**config.mk**
```make
export PLATFORM = sky130hd
export DESIGN_NAME = synth_override_and_osc_cal_ctrl
export DESIGN_NICKNAME = d
export VERILOG_FILES = /design/src/logic/synth_ctrl_pkg.sv /design/src/logic/cal_link_if.sv /design/src/logic/osc_cal_engine.sv /design/src/logic/synth_override_and_osc_cal_ctrl.sv
export SDC_FILE = /design/constraint.sdc
export NUM_CORES = 1
export LEC_CHECK = 0
export BUFFER_PORTS_ARGS = -buffer_cell sky130_fd_sc_hd__buf_4
export CORE_ASPECT_RATIO = 1.5
export CORE_MARGIN = 2
export CORE_UTILIZATION = 55
export CTS_CLUSTER_DIAMETER = 50
export DETAILED_ROUTE_END_ITERATION = 10
export PLACE_DENSITY = 0.89
export SETUP_SLACK_MARGIN = 0.4
export SLEW_MARGIN = 25
export SYNTH_ARGS = -nofsm -noshare
export SYNTH_HDL_FRONTEND = slang
export SYNTH_SLANG_ARGS = --single-unit
```
**constraint.sdc**
```tcl
create_clock -name ref_clk -period 2.8 [get_ports ref_clk]
set_input_delay 0.56 -clock ref_clk [delete_from_list [all_inputs] [get_ports ref_clk]]
set_output_delay 0.56 -clock ref_clk [all_outputs]
set_load 0.005 [all_outputs]
```
**src/logic/synth_ctrl_pkg.sv**
```systemverilog
// Package with register map, field layout, reset values and timing counts
package synth_ctrl_pkg;
  localparam int          ADDR_W           = 8;
  localparam int          DATA_W           = 8;
  localparam int          TRIM_W           = 7;
  localparam int          STL_W            = 3;
  localparam int          MODE_W           = 2;
  localparam int          SETTLE_CNT_W     = 8;
  // Register byte addresses
  localparam logic [7:0]  ADDR_OVERRIDE    = 8'h58;
  localparam logic [7:0]  ADDR_OSC_TRIM    = 8'h59;
  localparam logic [7:0]  ADDR_SYNTH_HOLD  = 8'h5C;
  localparam logic [7:0]  ADDR_CAL_CTRL    = 8'h5D;
  localparam logic [7:0]  ADDR_CAL_STATUS  = 8'h5E;
  // Override register fields
  localparam int          OVR_SEL_BIT      = 7;
  localparam int          OVR_D_LSB        = 4;
  localparam int          OVR_C_LSB        = 2;
  localparam int          OVR_SE_BIT       = 1;
  localparam int          OVR_EN_BIT       = 0;
  // Calibration control, hold and status fields
  localparam int          CAL_STL_LSB      = 4;
  localparam int          CAL_EN_BIT       = 0;
  localparam int          HOLD_BIT         = 0;
  localparam int          DONE_BIT         = 0;
  // Reset values
  localparam logic [7:0]  RST_OVERRIDE     = 8'h00;
  localparam logic [6:0]  RST_OSC_TRIM     = 7'h00;
  localparam logic [7:0]  RST_SYNTH_HOLD   = 8'h00;
  localparam logic [2:0]  RST_CAL_STL      = 3'h4;
  localparam logic [7:0]  RST_CAL_CTRL     = 8'h40;
  // Divided-reference output codes
  localparam logic [1:0]  MODE_OFF         = 2'h0;
  localparam logic [1:0]  MODE_DIV1        = 2'h1;
  localparam logic [1:0]  MODE_DIV2        = 2'h2;
  localparam logic [1:0]  MODE_DIV4        = 2'h3;
  // Settling time per step of the settle field
  localparam int          CLK_PERIOD_NS    = 100;
  localparam int          SETTLE_UNIT_NS   = 1000;
  localparam int          SETTLE_UNIT_CYC  =
    (SETTLE_UNIT_NS + CLK_PERIOD_NS - 1) / CLK_PERIOD_NS;
  localparam logic [6:0]  TRIM_MID         = 7'h40;
  localparam logic [2:0]  TRIM_TOP_BIT     = 3'h6;
endpackage : synth_ctrl_pkg

```
**src/logic/cal_link_if.sv**
```systemverilog
// Interface between register control and oscillator calibration engine
`timescale 1ns/1ns
interface cal_link_if;
  logic       calEnable;
  logic       hold;
  logic [2:0] settleSel;
  logic       oscFast;
  logic       trimLoad;
  logic [6:0] trimValue;
  logic       done;
  logic       busy;
  modport engine (input calEnable, hold, settleSel, oscFast,
                  output trimLoad, trimValue, done, busy);
  modport ctrl   (output calEnable, hold, settleSel, oscFast,
                  input trimLoad, trimValue, done, busy);
endinterface : cal_link_if

```
**src/logic/osc_cal_engine.sv**
```systemverilog
// Binary-search oscillator trim calibration engine
`timescale 1ns/1ns
module osc_cal_engine
  import synth_ctrl_pkg::*;
#(
  parameter int UNIT_CYC = SETTLE_UNIT_CYC
) (
  // Clock and control
  input wire logic   ref_clk,
  input wire logic   nrst,
  input wire logic   ce,
  // Link to control
  cal_link_if.engine lnk
);
  typedef enum logic [1:0] {S_IDLE, S_SETTLE, S_DONE} cal_state_t;

  cal_state_t              state_q;
  logic                    holdPrev_q;
  logic [TRIM_W-1:0]       trial_q;
  logic [2:0]              bitIdx_q;
  logic [SETTLE_CNT_W-1:0] cnt_q;
  logic                    load_q;

  wire logic                    holdFall   = holdPrev_q & ~lnk.hold;
  // Monotonic settle count: (field + 1) units
  wire logic [SETTLE_CNT_W-1:0] settleCnt  =
    SETTLE_CNT_W'((32'(lnk.settleSel) + 32'd1) * UNIT_CYC);
  wire logic [TRIM_W-1:0]       bitMask    = TRIM_W'(7'h01 << bitIdx_q);
  wire logic [TRIM_W-1:0]       nextMask   = TRIM_W'(bitMask >> 1);
  wire logic [TRIM_W-1:0]       decided    =
    lnk.oscFast ? (trial_q & ~bitMask) : trial_q;
  wire logic                    lastBit    = (bitIdx_q == 3'h0);

  assign lnk.trimLoad  = load_q;
  assign lnk.trimValue = trial_q;
  assign lnk.busy      = (state_q == S_SETTLE);
  assign lnk.done      = (state_q == S_DONE);

  always_ff @(posedge ref_clk) begin
    if (!nrst) begin
      state_q    <= S_IDLE;
      holdPrev_q <= 1'b0;
      trial_q    <= RST_OSC_TRIM;
      bitIdx_q   <= TRIM_TOP_BIT;
      cnt_q      <= '0;
      load_q     <= 1'b0;
    end else if (ce) begin
      holdPrev_q <= lnk.hold;
      load_q     <= 1'b0;
      case (state_q)
        S_IDLE: begin
          if (!lnk.hold && !lnk.calEnable) begin
            state_q <= S_DONE;
          end else if (holdFall && lnk.calEnable) begin
            state_q  <= S_SETTLE;
            trial_q  <= TRIM_MID;
            bitIdx_q <= TRIM_TOP_BIT;
            cnt_q    <= settleCnt;
            load_q   <= 1'b1;
          end
        end
        S_SETTLE: begin
          if (lnk.hold) begin
            state_q <= S_IDLE;
          end else if (cnt_q != '0) begin
            cnt_q <= cnt_q - SETTLE_CNT_W'(1);
          end else if (lastBit) begin
            trial_q <= decided;
            load_q  <= 1'b1;
            state_q <= S_DONE;
          end else begin
            trial_q  <= decided | nextMask;
            bitIdx_q <= bitIdx_q - 3'h1;
            cnt_q    <= settleCnt;
            load_q   <= 1'b1;
          end
        end
        S_DONE: begin
          if (lnk.hold) begin
            state_q <= S_IDLE;
          end
        end
        default: state_q <= S_IDLE;
      endcase
    end
  end
endmodule : osc_cal_engine

```
**src/logic/synth_override_and_osc_cal_ctrl.sv**
```systemverilog
// Synthesizer pin override, oscillator trim and calibration register control
`timescale 1ns/1ns
module synth_override_and_osc_cal_ctrl
  import synth_ctrl_pkg::*;
#(
  parameter int UNIT_CYC = SETTLE_UNIT_CYC
) (
  // Clock, reset, enable
  input  wire logic              ref_clk,
  input  wire logic              nrst,
  input  wire logic              ce,
  // Register access port from the serial interface
  input  wire logic [ADDR_W-1:0] regAddr,
  input  wire logic [DATA_W-1:0] regWdata,
  input  wire logic              regWrite,
  input  wire logic              regRead,
  output logic      [DATA_W-1:0] regRdata,
  // Configuration pins
  input  wire logic              synthEnablePin,
  input  wire logic              seRefclkPin,
  input  wire logic              clockConfigPin0,
  input  wire logic              clockConfigPin1,
  // Oscillator comparator from the analog side
  input  wire logic              oscFast,
  // Synthesizer controls
  output logic                   synthEnable,
  output logic                   seRefclkSelect,
  output logic      [MODE_W-1:0] refOutCSelect,
  output logic      [MODE_W-1:0] refOutDSelect,
  output logic                   synthConfigHold,
  output logic      [TRIM_W-1:0] oscTrim,
  output logic                   calDone,
  output logic                   calBusy
);
  logic [DATA_W-1:0] override_q;
  logic [TRIM_W-1:0] trim_q;
  logic              hold_q;
  logic [STL_W-1:0]  settle_q;
  logic              calEn_q;
  logic [DATA_W-1:0] rdata_q;
  logic              synthEn_q;
  logic              seSel_q;
  logic [MODE_W-1:0] modeC_q;
  logic [MODE_W-1:0] modeD_q;
  logic              done_q;
  logic              busy_q;

  cal_link_if lnk ();

  osc_cal_engine #(
    .UNIT_CYC (UNIT_CYC)
  ) u_engine (
    .ref_clk (ref_clk),
    .nrst    (nrst),
    .ce      (ce),
    .lnk     (lnk)
  );

  assign lnk.calEnable = calEn_q;
  assign lnk.hold      = hold_q;
  assign lnk.settleSel = settle_q;
  assign lnk.oscFast   = oscFast;

  // Address decode
  wire logic wrOvr    = regWrite && (regAddr == ADDR_OVERRIDE);
  wire logic wrTrim   = regWrite && (regAddr == ADDR_OSC_TRIM);
  wire logic wrHold   = regWrite && (regAddr == ADDR_SYNTH_HOLD);
  wire logic wrCalCtl = regWrite && (regAddr == ADDR_CAL_CTRL);

  // Override field extraction
  wire logic              ovrOn   = override_q[OVR_SEL_BIT];
  wire logic [MODE_W-1:0] ovrD    = override_q[OVR_D_LSB +: MODE_W];
  wire logic [MODE_W-1:0] ovrC    = override_q[OVR_C_LSB +: MODE_W];
  wire logic [1:0]        cfgPins = {clockConfigPin1, clockConfigPin0};

  // Pin-mode output functions from the two config pins
  wire logic [MODE_W-1:0] pinC =
    (cfgPins == 2'h0) ? MODE_OFF  :
    (cfgPins == 2'h3) ? MODE_DIV2 : MODE_DIV1;
  wire logic [MODE_W-1:0] pinD =
    (cfgPins == 2'h2) ? MODE_DIV1 :
    (cfgPins == 2'h3) ? MODE_DIV2 : MODE_OFF;

  wire logic [MODE_W-1:0] selC  = ovrOn ? ovrC : pinC;
  wire logic [MODE_W-1:0] selDr = ovrOn ? ovrD : pinD;
  wire logic [MODE_W-1:0] selD  = (selC == MODE_OFF) ? MODE_OFF : selDr;
  wire logic selEn = ovrOn ? override_q[OVR_EN_BIT] : synthEnablePin;
  wire logic selSe = ovrOn ? override_q[OVR_SE_BIT] : seRefclkPin;

  // Read mux; reserved bits and unmapped addresses read zero
  wire logic [DATA_W-1:0] rdMux =
    (regAddr == ADDR_OVERRIDE)   ? override_q :
    (regAddr == ADDR_OSC_TRIM)   ? {1'b0, trim_q} :
    (regAddr == ADDR_SYNTH_HOLD) ? {7'h00, hold_q} :
    (regAddr == ADDR_CAL_CTRL)   ? {1'b0, settle_q, 3'h0, calEn_q} :
    (regAddr == ADDR_CAL_STATUS) ? {7'h00, lnk.done} : 8'h00;

  // Override register; reserved bit 6 kept at zero
  always_ff @(posedge ref_clk) begin
    if (!nrst) begin
      override_q <= RST_OVERRIDE;
    end else if (ce && wrOvr) begin
      override_q <= regWdata & 8'hBF;
    end
  end

  // Trim: engine update has priority over host write while searching
  always_ff @(posedge ref_clk) begin
    if (!nrst) begin
      trim_q <= RST_OSC_TRIM;
    end else if (ce && lnk.trimLoad) begin
      trim_q <= lnk.trimValue;
    end else if (ce && wrTrim) begin
      trim_q <= regWdata[TRIM_W-1:0];
    end
  end

  // Hold bit and calibration control
  always_ff @(posedge ref_clk) begin
    if (!nrst) begin
      hold_q   <= RST_SYNTH_HOLD[HOLD_BIT];
      settle_q <= RST_CAL_CTRL[CAL_STL_LSB +: STL_W];
      calEn_q  <= RST_CAL_CTRL[CAL_EN_BIT];
    end else if (ce) begin
      if (wrHold) begin
        hold_q <= regWdata[HOLD_BIT];
      end
      if (wrCalCtl) begin
        settle_q <= regWdata[CAL_STL_LSB +: STL_W];
        calEn_q  <= regWdata[CAL_EN_BIT];
      end
    end
  end

  // Registered outputs
  always_ff @(posedge ref_clk) begin
    if (!nrst) begin
      rdata_q   <= 8'h00;
      synthEn_q <= 1'b0;
      seSel_q   <= 1'b0;
      modeC_q   <= MODE_OFF;
      modeD_q   <= MODE_OFF;
      done_q    <= 1'b0;
      busy_q    <= 1'b0;
    end else if (ce) begin
      if (regRead) begin
        rdata_q <= rdMux;
      end
      synthEn_q <= selEn;
      seSel_q   <= selSe;
      modeC_q   <= selC;
      modeD_q   <= selD;
      done_q    <= lnk.done;
      busy_q    <= lnk.busy;
    end
  end

  assign regRdata        = rdata_q;
  assign synthEnable     = synthEn_q;
  assign seRefclkSelect  = seSel_q;
  assign refOutCSelect   = modeC_q;
  assign refOutDSelect   = modeD_q;
  assign synthConfigHold = hold_q;
  assign oscTrim         = trim_q;
  assign calDone         = done_q;
  assign calBusy         = busy_q;
endmodule : synth_override_and_osc_cal_ctrl

```
==> metrics.md <==
| Metric | Value |
|---|---|
| Worst Path Max Fanout | 6 |
| Reg clk slew, reported paths | 0.07 ns |
| CP max stage delay | 0.43 ns |
| Core area | 0.005786 mm² |
| Number of global-route vias before repair | 3328 |
| Die Span Y | 98.77 µm |
| Top cell type's share of synthesized area | 0.3465 |
| GR Util All Layers | 0.3105 |
| Vias per cell | 6.710 |
| Post-CTS Hold Fix Bufs | 0 |
| # Max-Cap Violations | 0 |
| IR Drop Worst-Case VDD | 211.1 µV |
| Synth cell types | 66 |
| Fillers | 431 |
| Combinational share of power | 0.074 |
| Fmax | 437.0 MHz |
| Outcome | finished clean |
| CTS tree | built |
| Final setup vio count | 0 |
| Drt pass-1 iters | 6 |
| # IOs | 50 |
| First-pass GRT wire length | 15870 µm |
| GR Overflow Total | 0 |
| Worst-path cell chain | ha_4 -> xor2_2 -> ha_2 -> ha_2 -> fa_1 -> nor4b_1 -> a22oi_1 -> o21ai_1 -> a32o_1 |
| #FFs+latches synth | 57 |
| CP max-delay cell | fa_1 |
| Top cells by area, synth | dfxtp_1 (35%), mux2i_1 (8.2%), ha_1 (4.6%) |
| Ys Warns | 0 |
| DRC Markers | 0 |
| Row count | 34 |
| # clock sinks | 57 |
| Final Wtd Congestion | 0.9179 |
| Post-Syn Area | 0.003293 mm² |
| Post-synth ARST share | 0 |
| Vias after detailed routing | 3308 |
| CP Class | reg -> reg |
| Top cell type by total area after synthesis | dfxtp_1 |
| CTS H-Tree Depth | 3 |
| Post-Route WL | 9890 µm |
| Root buf cell | clkbuf_8 |
| Initial core utilization | 0.5692 |
| DR iter-0 viols | 368 |
| Fin. max-slew vios | 0 |
| Min Tclk post-route | 2.288 ns |
| Main synth FF type | dfxtp_1 |
| IO Port Bufs | 49 |
| RSZ-0062 raised after global routing | no |
| CP arrival | 2.53 ns |
| Mapped Cells | 377 |
| CP most frequent cell | ha_2 |
| Number of routed nets with antenna violations | 0 |
| Required time of the critical path | 3.05 ns |
| Final Core Density | 0.6827 |
| Avg Inst Size Synth | 8.735 µm² |
| Setup TNS | 0 ns |
| Longest Clk Path Bufs | 2 |
| Sequential power share | 0.458 |
| Syn-to-layout area delta | 19.95% |
| CP Launch Type | register |
| Initial antenna violation count | 0 |
| Clock network power share | 0.468 |
| Fraction of layout cells with a size suffix above 1 | 0.2304 |
| Layout Skew | 0.007329 ns |
| Mapped Nets | 416 |
| CTS Buf Count | 9 |
| Largest net degree at the start of global routing | 37 |
| Final Hold Viols | 0 |
| Number of enable flip-flop cells after synthesis | 0 |
| Die area | 0.006635 mm² |
| Final period util | 0.8173 |
| Internal power | 1377 µW |
| Hold WC Path Type | in -> reg |
| Die width | 67.18 µm |
| Power density cells | 455.7 mW/mm² |
| Switching part of the total power | 0.2349 |
| Lkg Pwr | 0.001415 µW |
| WL/cell | 20.06 µm |
| Seq/Total Area, Yosys | 0.3465 |
| Tightest Pin Transition | 0.7451 ns |
| Final #Nets | 456 |
| Critical Path End Type | register |
| Clock latency on the worst-skew pair | 0.35 ns |
| Post-DP HPWL | 6596 µm |
| P_sw | 422.8 µW |
| Antenna diode count | 0 |
| Slew HR | 0.4991 |
[through the flow]
stage	power [µW]	hold slack, ns	cell area, µm²	worst slack (ns)	cells
3_3_place_gp	966.3	0.4397	3687	0.3772	477
4_1_cts	1795	0.4591	3918	0.4199	493
5_1_grt	1846	0.4703	3950	0.3898	493
3_5_place_dp	971.0	0.4539	3687	0.1986	477
6_report	1800	0.4558	3950	0.5115	493
2_1_floorplan	909.4	0.4403	3293	0.4823	377
[placed cells by master (no fill, tap or decap), types with 3 or more instances in the layout]
cell type and n:
a211oi_1 6, clkbuf_8 13, a41oi_1 4, nor3_1 10, or3_1 5, and2_1 4
o311ai_0 3, a31oi_1 7, mux2_2 3, nand3_1 6, o21ai_1 4, o211ai_1 6
nor2b_1 3, ha_1 9, buf_4 57, nor4_2 3, o21ai_0 12, nor2_1 31
nor4_1 6, o221ai_1 7, nand4_1 3, a22oi_1 4, inv_1 14, a21oi_1 22
or4_1 4, dfxtp_1 55, nor4b_1 3, nand2_1 24, nor3b_1 3, mux2i_1 27
o31ai_1 5, nand2b_1 9
[cells in the mapped netlist (5+ instances only)]
master     n
dfxtp_1   57
nor2_1    31
mux2i_1   27
nand2_1   24
a21oi_1   22
clkbuf_1  18
inv_1     14
o21ai_0   13
ha_1      12
nor3_1    10
nand2b_1   9
a31oi_1    7
o221ai_1   7
a211oi_1   6
buf_2      6
nand3_1    6
nor4_1     6
o211ai_1   6
o31ai_1    5
or3_1      5
[power groups by stage]
stage / logic (µW) / registers [µW] / clock network, µW
2_1_floorplan: 67.0 / 842 / 0
3_3_place_gp: 124 / 843 / 0
3_5_place_dp: 127 / 844 / 0
4_1_cts: 130 / 826 / 839
5_1_grt: 142 / 825 / 879
6_report: 133 / 825 / 842
[area by class of cell]
class	count	area, µm²	share of cell area
multi-input combinational	277	2016	0.5103
inverter	15	56.30	0.01425
clock inverter	2	35.03	0.008869
clock buffer	13	178.9	0.04530
timing repair buffer	57	427.9	0.1083
sequential	57	1146	0.2901
tap	72	90.09	0.02281
[critical path: cells and delay by family, from the launching register on]
family	cells	cell delay, ns
XOR/XNOR	1	0.18
AO/OA/AOI/OAI	3	0.50
AND/OR/NAND/NOR	1	0.16
flip-flops	1	0.39
adder cells (fa/ha/maj)	4	0.95
[routing by layer]
metal	wire, µm	track usage
met2	5004	0.5225
met4	601	0.2276
met5	0	0
met1	3489	0.3312
met3	795	0.06279
[cells by family (layout without fill, tap and decap cells)]
| family | count (synthesis) | in the layout | share of synthesized area |
|---|---|---|---|
| mux | 30 | 30 | 0.09232 |
| buf+inv | 43 | 87 | 0.05243 |
| flops | 57 | 57 | 0.3465 |
| compound gates | 102 | 102 | 0.2177 |
| fa+ha+maj | 13 | 13 | 0.05167 |
| simple gates | 129 | 129 | 0.2314 |
| xor+xnor | 3 | 3 | 0.007980 |
[repair_timing]
item / 4_1_cts / 5_1_grt
endpoints found under the hold margin: 0 / 0
pin swaps: 0 / 2
resized for setup: 2 / 8
setup endpoints to repair: 1 / 1
setup buffers: 1 / 0
[flip-flops by register name (all words and copies together) (netlist names), 2 cells and up]
register,count
refOutDSelect,2
override_q,7
u_engine.state_q,2
refOutCSelect,2
oscTrim,7
lnk.settleSel,3
u_engine.lnk.trimValue,7
regRdata,8
u_engine.bitIdx_q,3
u_engine.cnt_q,8
[final timing paths]
path / slack [ns] / cells after the start / start / to
worst max-delay path: 0.51 / 9 / lnk.settleSel[0] / u_engine.cnt_q[5]
worst min-delay path: 0.46 / 3 / regWdata[7] / override_q[7]
worst max register to register: 0.51 / 9 / lnk.settleSel[0] / u_engine.cnt_q[5]
worst min register to register: 0.46 / 2 / regRdata[4] / regRdata[4]
Note: power is estimated with default switching activity, not from simulation.
